File: config.mk
export PLATFORM = sky130hd
export DESIGN_NAME = dtp_top
export DESIGN_NICKNAME = d
export VERILOG_FILES = /design/src/dtp_pkg.sv /design/src/dtp_accum.sv /design/src/dtp_top.sv
export VERILOG_INCLUDE_DIRS = /design/src
export SDC_FILE = /design/constraint.sdc
export NUM_CORES = 1
export LEC_CHECK = 0
export ABC_AREA = 1
export BUFFER_PORTS_ARGS = -buffer_cell sky130_fd_sc_hd__buf_2
export CORE_ASPECT_RATIO = 1.1
export CORE_MARGIN = 1.5
export CORE_UTILIZATION = 55
export CTS_CLUSTER_SIZE = 10
export DETAILED_ROUTE_END_ITERATION = 8
export PLACE_DENSITY_LB_ADDON = 0.3
export SLEW_MARGIN = 10
export SYNTH_ARGS = -nofsm -noshare
export SYNTH_HDL_FRONTEND = slang
export SYNTH_HIERARCHICAL = 1
export SYNTH_SLANG_ARGS = --single-unit
File: constraint.sdc
create_clock -name ref_clk -period 1.85 [get_ports ref_clk]
set_input_delay 0 -clock ref_clk [delete_from_list [all_inputs] [get_ports ref_clk]]
set_output_delay 0 -clock ref_clk [all_outputs]
set_load 0.005 [all_outputs]
File: src/dtp_regs.svh
// Register indices, field layout, reset values and timing counts of the tuning block
`ifndef DTP_REGS_SVH
`define DTP_REGS_SVH

// ----------------------------------------------------------------
// Register indices (byte address = 4 * index)
// ----------------------------------------------------------------
`define DTP_IDX_STEP_B0 10'h1A6
`define DTP_IDX_STEP_B1 10'h1A7
`define DTP_IDX_STEP_B2 10'h1A8
`define DTP_IDX_STEP_B3 10'h1A9
`define DTP_IDX_STEP_B4 10'h1AA
`define DTP_IDX_STEP_B5 10'h1AB
`define DTP_IDX_PHASE_LO 10'h1AC
`define DTP_IDX_PHASE_HI 10'h1AD
`define DTP_IDX_READBACK 10'h1AE

// ----------------------------------------------------------------
// Field layout
// ----------------------------------------------------------------
`define DTP_STEP_BYTES 6
`define DTP_STEP_W 48
`define DTP_PHASE_W 14
`define DTP_PHASE_LO_W 8
`define DTP_PHASE_HI_W 6
`define DTP_ACC_TOP 47
`define DTP_ACC_PHASE_LSB 34
`define DTP_IDX_LSB 2

// ----------------------------------------------------------------
// Reset values and timing counts
// ----------------------------------------------------------------
`define DTP_STEP_RST 48'h0000_0000_0000
`define DTP_PHASE_RST 14'h0000
`define DTP_ACC_RST 48'h0000_0000_0000
`define DTP_RDATA_RST 32'h0000_0000
`define DTP_SYNC_DONE 2'h2
`define DTP_STARTUP_STEP_DEF 48'h0010_0000_0000

`endif

File: src/dtp_pkg.sv
// Types shared by the tuning and phase block
package dtp_pkg;

   typedef enum logic [2:0]
   {
      DTP_INIT = 3'b001,
      DTP_IDLE = 3'b010,
      DTP_ACK = 3'b100
   } dtp_fsm_t;

   typedef struct packed
   {
      logic read;
      logic write;
      logic [11:0] address;
      logic [3:0] byteenable;
      logic [31:0] writedata;
   } dtp_avs_req_t;

   typedef struct packed
   {
      logic waitrequest;
      logic [31:0] readdata;
   } dtp_avs_resp_t;

   typedef struct packed
   {
      dtp_fsm_t fsm;
      dtp_avs_resp_t resp;
      logic [47:0] step_word;
      logic [13:0] phase_shift_word;
      logic [3:0] sel_meta;
      logic [3:0] sel_sync;
      logic [1:0] init_cnt;
   } dtp_top_state_t;

   typedef struct packed
   {
      logic [47:0] acc;
      logic [13:0] phase;
   } dtp_acc_state_t;

endpackage

File: src/dtp_accum.sv
// Phase accumulator with phase offset adder
`timescale 1ns/100ps
`include "dtp_regs.svh"

module dtp_accum
(
   input wire logic ref_clk,
   input wire logic arst_n,
   input wire logic [47:0] step_word,
   input wire logic [13:0] phase_shift_word,
   output logic [13:0] phase_word
);

   dtp_pkg::dtp_acc_state_t st_q;
   dtp_pkg::dtp_acc_state_t st_d;

   // ----------------------------------------------------------------
   // Accumulate and offset
   // ----------------------------------------------------------------
   always_comb
   begin
      st_d = st_q;
      // Never cleared on a new step word, so phase stays continuous
      st_d.acc = st_q.acc + step_word;
      st_d.phase = st_q.acc[`DTP_ACC_TOP:`DTP_ACC_PHASE_LSB] + phase_shift_word;
   end

   always_ff @(posedge ref_clk or negedge arst_n)
   begin
      if (!arst_n)
      begin
         st_q.acc <= `DTP_ACC_RST;
         st_q.phase <= `DTP_PHASE_RST;
      end
      else
      begin
         st_q <= st_d;
      end
   end

   assign phase_word = st_q.phase;
endmodule // dtp_accum

File: src/dtp_top.sv
// Tuning word and phase offset registers with an Avalon-MM slave and the synthesis core
//
// Design decision made here: register access over Avalon-MM.
`timescale 1ns/100ps
`include "dtp_regs.svh"

// Behaviour
// - The 48-bit step word is built from six byte registers, lowest index holding bits 7..0 and highest bits 47..40.
// - Bits 15..8, 23..16, 31..24 and 39..32 sit in the four byte registers after the lowest one.
// - The step word sets the synthesized frequency as a fraction of the system clock, larger word giving higher frequency.
// - After reset the step word is loaded with a default picked by the four start-up select inputs.
// - A new step word takes effect at once while the accumulator carries on without a phase jump.
// - A phase shift word shifts the output phase by the programmed amount.
// - Bits 7..0 of the phase shift word have their own byte register, higher bits the next one.
// - Software must accept a brief phase glitch at each 45 degree crossing when the phase shift changes.
module dtp_top
#(
   parameter logic [47:0] STARTUP_STEP = `DTP_STARTUP_STEP_DEF
)
(
   input wire logic ref_clk,
   input wire logic arst_n,
   input wire dtp_pkg::dtp_avs_req_t avs_req,
   output dtp_pkg::dtp_avs_resp_t avs_resp,
   input wire logic startup_select_a,
   input wire logic startup_select_b,
   input wire logic startup_select_c,
   input wire logic startup_select_d,
   output logic [13:0] phase_word
);

   dtp_pkg::dtp_top_state_t st_q;
   dtp_pkg::dtp_top_state_t st_d;
   logic [9:0] req_idx;
   logic [13:0] core_phase;

   assign req_idx = avs_req.address[11:`DTP_IDX_LSB];

   // ----------------------------------------------------------------
   // Synthesis core
   // ----------------------------------------------------------------
   dtp_accum u_accum
   (
      .ref_clk(ref_clk),
      .arst_n(arst_n),
      .step_word(st_q.step_word),
      .phase_shift_word(st_q.phase_shift_word),
      .phase_word(core_phase)
   );

   // ----------------------------------------------------------------
   // Next state
   // ----------------------------------------------------------------
   always_comb
   begin
      logic [31:0] rdata;
      st_d = st_q;
      rdata = `DTP_RDATA_RST;
      // Select pins are asynchronous, two stages before use
      st_d.sel_meta = {startup_select_d, startup_select_c, startup_select_b, startup_select_a};
      st_d.sel_sync = st_q.sel_meta;

      // Read mux, narrow fields in the low bits, rest zero
      for (int i = 0; i < `DTP_STEP_BYTES; i++)
      begin
         if (req_idx == `DTP_IDX_STEP_B0 + 10'(i))
         begin
            rdata[7:0] = st_q.step_word[8*i +: 8];
         end
      end
      if (req_idx == `DTP_IDX_PHASE_LO)
      begin
         rdata[7:0] = st_q.phase_shift_word[7:0];
      end
      if (req_idx == `DTP_IDX_PHASE_HI)
      begin
         rdata[5:0] = st_q.phase_shift_word[13:8];
      end
      if (req_idx == `DTP_IDX_READBACK)
      begin
         rdata[13:0] = core_phase;
      end

      unique case (st_q.fsm)
         dtp_pkg::DTP_INIT:
         begin
            // Bus held off until the strap default is in place
            st_d.resp.waitrequest = 1'b1;
            st_d.init_cnt = st_q.init_cnt + 2'h1;
            if (st_q.init_cnt == `DTP_SYNC_DONE)
            begin
               st_d.step_word = 48'(st_q.sel_sync * STARTUP_STEP);
               st_d.init_cnt = st_q.init_cnt;
               st_d.fsm = dtp_pkg::DTP_IDLE;
            end
         end
         dtp_pkg::DTP_IDLE:
         begin
            if (avs_req.read || avs_req.write)
            begin
               st_d.resp.waitrequest = 1'b0;
               st_d.resp.readdata = avs_req.read ? rdata : `DTP_RDATA_RST;
               st_d.fsm = dtp_pkg::DTP_ACK;
            end
         end
         dtp_pkg::DTP_ACK:
         begin
            // Master samples waitrequest low at this edge; write lands here
            if (avs_req.write && avs_req.byteenable[0])
            begin
               for (int i = 0; i < `DTP_STEP_BYTES; i++)
               begin
                  if (req_idx == `DTP_IDX_STEP_B0 + 10'(i))
                  begin
                     // Takes effect next cycle, no accumulator reset
                     st_d.step_word[8*i +: 8] = avs_req.writedata[7:0];
                  end
               end
               if (req_idx == `DTP_IDX_PHASE_LO)
               begin
                  // Applied at once; glitch at 45 degree steps is accepted
                  st_d.phase_shift_word[7:0] = avs_req.writedata[7:0];
               end
               if (req_idx == `DTP_IDX_PHASE_HI)
               begin
                  st_d.phase_shift_word[13:8] = avs_req.writedata[5:0];
               end
            end
            st_d.resp.waitrequest = 1'b1;
            st_d.resp.readdata = `DTP_RDATA_RST;
            st_d.fsm = dtp_pkg::DTP_IDLE;
         end
         default:
         begin
            st_d.resp.waitrequest = 1'b1;
            st_d.fsm = dtp_pkg::DTP_IDLE;
         end
      endcase
   end

   // ----------------------------------------------------------------
   // State register
   // ----------------------------------------------------------------
   always_ff @(posedge ref_clk or negedge arst_n)
   begin
      if (!arst_n)
      begin
         st_q.fsm <= dtp_pkg::DTP_INIT;
         st_q.resp.waitrequest <= 1'b1;
         st_q.resp.readdata <= `DTP_RDATA_RST;
         st_q.step_word <= `DTP_STEP_RST;
         st_q.phase_shift_word <= `DTP_PHASE_RST;
         st_q.sel_meta <= 4'h0;
         st_q.sel_sync <= 4'h0;
         st_q.init_cnt <= 2'h0;
      end
      else
      begin
         st_q <= st_d;
      end
   end

   assign avs_resp = st_q.resp;
   assign phase_word = core_phase;

   logic wr_hit;
   assign wr_hit = st_q.fsm == dtp_pkg::DTP_ACK && avs_req.write && avs_req.byteenable[0];
endmodule // dtp_top

* Word-level counts from Yosys, hierarchy flattened *
Index checks and enable logic that the tools add are counted.
Widths: inputs -> output; s select.

storage, ports and cells
  ROM bits = 0
  memories kept = 0
  register bits = 170
  logic and storage cells = 82
  bits of input ports = 56
  bits in latches = 0
  output and inout bits = 47
  bits in writable memories = 0

operators by class
  multipliers = 0
  $add $sub $neg = 3
  equality and inequality tests = 22
  order comparisons = 0
  divide/modulo/power cells = 0
  bitwise gates (word level) = 1
  multiplexer cells = 25
  reductions and logical operators = 15
  shift-type cells = 0

operator list
  cell                 number
  $mux 8               14
  $pmux 48 s2          1
  $eq 10x9->1 const B  9
  $pmux 32 s2          1
  $mux 62              1
  $add 48x48->48       1
  $mux 48              1
  $mux 36              1
  $mux 14              2
  $reduce_and 4->1     6
  $ne 2x2->1 const B   9
  $add 14x14->14       1
  $mux 6               2
  $pmux 4 s2           1
  $reduce_and 2->1     3
  $reduce_and 3->1     2
  $reduce_bool 2->1    2
  $eq 3x1->1 const B   1
  $eq 3x2->1 const B   1
  $eq 3x3->1 const B   1
  $mux 3               1
  $add 2x1->2 const B  1
  $eq 2x2->1 const B   1
  $logic_and 1x1->1    1
  2 further kinds      2

* Logic depth before layout (Yosys ltp) *
  word-level depth = 13
  depth in mapped cells = 14

* By module *
Netlist, hierarchy kept.

modules (own cells, without submodules)
  module     times used  cells an instance  area an instance (sq um)
  dtp_accum  1           1068               6492.5
  dtp_top    1           521                4483.0

* Worst setup path after synthesis *
OpenSTA, ideal clock, no wires.

  path type = reg-to-reg
  start point = register st_q[24] (netlist name)
  end point = register u_accum/st_q[46] in the netlist's numbering
  setup slack = 0.012 ns
  buffers on the path = 0
  data arrival time = 1.722 ns
  cell stages (with the launch flop) = 13
  library setup time = 0.117 ns
  clock period less this slack = 1.838 ns
  cells stage by stage = dfrtp_1 ha_1 fa_1 nand2_1 nand2_1 nand3_1 nand2_1 nand2_1 nand3_2 nand2_1 nand2_1 nand2_1 nand2_1

RTL lines
  item                    line             RTL
  end signal: assignment  dtp_accum.sv:37  st_q <= st_d;
  end: declaration        dtp_accum.sv:14  dtp_pkg::dtp_acc_state_t st_q;

==> metrics <==
sequential power share 0.379; peak supply drop 0.640 mV; Setup Skew 0.0124 ns; critical path type reg2reg; Leak 7.96 nW; clk sink count 152; core area 19,700 sq um; Critical Path RT 2.19 ns; Root Buffer clkbuf_16; Worst Tran Pin Value 0.596 ns; ys async rst share 1.00; initial antenna violation count 0; Area after DPL roughly 12,000 sq um; Cells after Synth 1,589; fillers 1,399; EDFF count, synth 0; initial core utilization 0.556; Final Cycle Share 1.08; PortBufs 55; drt initial violations ~1,100; post-synthesis cell type count 44; final setup violation count 16; endpoints failing hold 0; Synth Flop Type dfrtp_1; number of remaining DRC errors 0; Total Power around 11 mW; synthesized area per cell 6.91 sq um; Sw Ratio 0.352; CP max FO 3; largest net degree at the start of global routing 54; row count 54; combinational share of power 0.301; internal cell power 6.89 mW; register area share after synthesis 0.347; vias between 10,000 and 15,000; clock share of power 0.321; Util after Layout 0.744; Tmin final 1.99 ns; hpwl dp 26.2 mm; fin nets 1,930; Slowest-stage cell, CP dfrtp_2; Worst Setup Slack, final -0.141 ns; most frequent CP cell buf_6; CP max stage delay about 0.46 ns; WL per Instance 18.1 um; Worst setup SP type flop; Worst-path clk slew 0.07 ns; status finished with violations; WP data arrival 2.33 ns; max-cap check violation count 0; Layout area overhead 33.7%; num ports 103; unrepaired setup endpoints after global routing true; Slew Limit Headroom 0.603; Die Area 20,800 sq um; f_max approximately 0.50 GHz; clk buf depth 2; fraction of layout cells with a size suffix above 1 0.316; net switching power 3.74 mW; post-placement cell count 2,006; failing checks negative setup slack; Synth Register Bits ~150; crit path capture type flop; cells along the critical path ha_4 -> buf_6 -> nand2_8 -> inv_6 -> nand2_4 -> nor2_4 -> nand4_1 -> nand3_2 -> buf_6 -> xor2_1; Die Y-Extent 151 um; vias in the first global route a little over 10,000; power per cell area 724 nW/um^2; CTS tree yes; routed wire length 37.5 mm; Die X between 100 and 150 um; first-pass GRT wire length approximately 53 mm; Mapped Area 11,000 sq um; Antenna Cells 0; TritonRoute pass-1 iters 8; drt via density 5.53; delay-heaviest family, CP simple AND/OR/NAND/NOR gates; Clk Latency, worst-skew pair 0.45 ns; total gr overflow 0; number of H-tree levels 4; WHS 0.0833 ns; CP bufs+invs 3; global router's overall resource usage 0.338; total CTS buffers 17; Final ANT Viol Nets 0; GP Congestion 1.02; Finished Cell Area 14,700 sq um; fin cells 2,076; Hold Path Class in2async; fin. max-slew vios 0; YS warnings 6
-- final timing paths --
path / startpoint / slack, ns / to / depth (start not counted)
worst min register to register: st_d[5]$_DFF_PN0_ / 0.35 / st_q[5]$_DFF_PN0_ / 0
min in group ref_clk: startup_select_d / 0.20 / st_d[5]$_DFF_PN0_ / 2
worst max register to register: st_q[36]$_DFFE_PN0P_ / -0.14 / u_accum/st_q[33]$_DFF_PN0_ / 10
max in group asynchronous: arst_n / 1.06 / st_q[53]$_DFFE_PN0P_ / 3
worst max-delay path: st_q[36]$_DFFE_PN0P_ / -0.14 / u_accum/st_q[33]$_DFF_PN0_ / 10
worst min-delay path: arst_n / 0.08 / st_q[27]$_DFFE_PN0P_ / 2
-- layout make-up --
cell class | instances | area, sq um | share of cell area
clock buffers | 18 | 429 | 0.0292
clock inverters | 14 | 134 | 0.00912
inverters | 273 | 1040 | 0.0707
multi-input cells | 1119 | 7090 | 0.483
flip-flops and latches | 152 | 3820 | 0.261
well taps | 252 | 315 | 0.0215
repair buffers | 248 | 1840 | 0.126
-- Yosys cell counts (6+ instances only) --
| cell | instances | area, sq um |
|---|---|---|
| ha_1 | 61 | 763 |
| a21oi_1 | 42 | 210 |
| nor2_1 | 115 | 432 |
| o21ai_0 | 51 | 255 |
| o21ai_1 | 13 | 65.1 |
| inv_2 | 14 | 52.6 |
| nand3_1 | 77 | 385 |
| nor2_2 | 30 | 188 |
| buf_2 | 7 | 35.0 |
| nand3_2 | 6 | 60.1 |
| nand2_1 | 565 | 2120 |
| nand4_1 | 18 | 113 |
| nand2_2 | 16 | 100 |
| xor2_1 | 32 | 280 |
| a32o_1 | 10 | 100 |
| a31oi_1 | 6 | 37.5 |
| buf_4 | 50 | 375 |
| inv_1 | 257 | 965 |
| dfrtp_1 | 150 | 3750 |
| xnor2_1 | 8 | 70.1 |
| o21bai_1 | 8 | 60.1 |
-- cell usage in the layout (no fill, tap or decap), types with 5 or more instances in the layout --
cell type / count
a32o_1: 10
nand2_8: 5
ha_1: 13
nand3_2: 13
buf_6: 7
inv_2: 22
nor3_2: 5
dfrtp_1: 135
inv_1: 248
a21oi_1: 25
o21bai_1: 8
buf_2: 54
nand2_1: 491
nor2_2: 35
dfrtp_2: 15
o21ai_0: 47
ha_4: 44
nor2_4: 31
a21oi_2: 19
xor2_1: 31
inv_6: 6
buf_4: 167
nand2_4: 18
conb_1: 18
nand3_1: 64
nand2_2: 72
xnor2_1: 7
o21ai_1: 14
nand4_1: 18
clkbuf_16: 17
nor2_1: 84
nand3_4: 6
dlygate4sd3_1: 16
-- power by group through the flow --
stage,sequential (mW),clock (mW),combinational (mW)
after global routing,4.05,3.54,3.45
after global placement,3.94,0,2.31
after CTS,3.96,3.40,2.59
final,4.02,3.41,3.20
after detailed placement,3.96,0,2.36
after floorplan,3.87,0,1.42
-- per-stage QoR --
stage          worst slack (ns)  setup TNS, ns
6_report                 -0.141         -0.846
5_1_grt                  -0.162          -2.69
4_1_cts                 -0.0349        -0.0353
3_5_place_dp             -0.177          -2.32
3_3_place_gp             -0.153          -1.64
2_1_floorplan            0.0115              0
-- repair_timing --
item | in CTS | in global routing
pin swaps | 5 | 44
gates resized for setup | 63 | 232
hold buffers | 16 | 0
endpoints found under the setup margin | 35 | 67
endpoints found under the hold margin | 132 | 0
buffers inserted | 2 | 21
-- registers in the layout (all words and copies together) (netlist names) --
signal,flops
st_q,71
u_accum/st_q,48
avs_resp,15
u_accum/phase_word,14
st_d,4
-- cell families (layout without fill, tap and decap cells) --
family / count (synthesis) / in the layout / synth area share
mux: 2 / 2 / 0.00205
simple gates: 852 / 852 / 0.333
compound gates: 144 / 144 / 0.0781
xor+xnor: 40 / 40 / 0.0319
other cells: 1 / 18 / 0.000342
buf+inv: 335 / 553 / 0.135
fa+ha+maj: 63 / 63 / 0.0732
flops: 152 / 152 / 0.347
-- per-layer routing --
| layer | vias up | track usage | share of wire |
|---|---|---|---|
| met3 | 168 | 0.0679 | 0.086 |
| met2 | 673 | 0.565 | 0.48 |
| met5 | - | 0 | 0 |
| li1 | 5290 | - | - |
| met4 | 0 | 0.161 | 0.057 |
| met1 | 5345 | 0.417 | 0.38 |
Note: power is estimated with default switching activity, not from simulation.
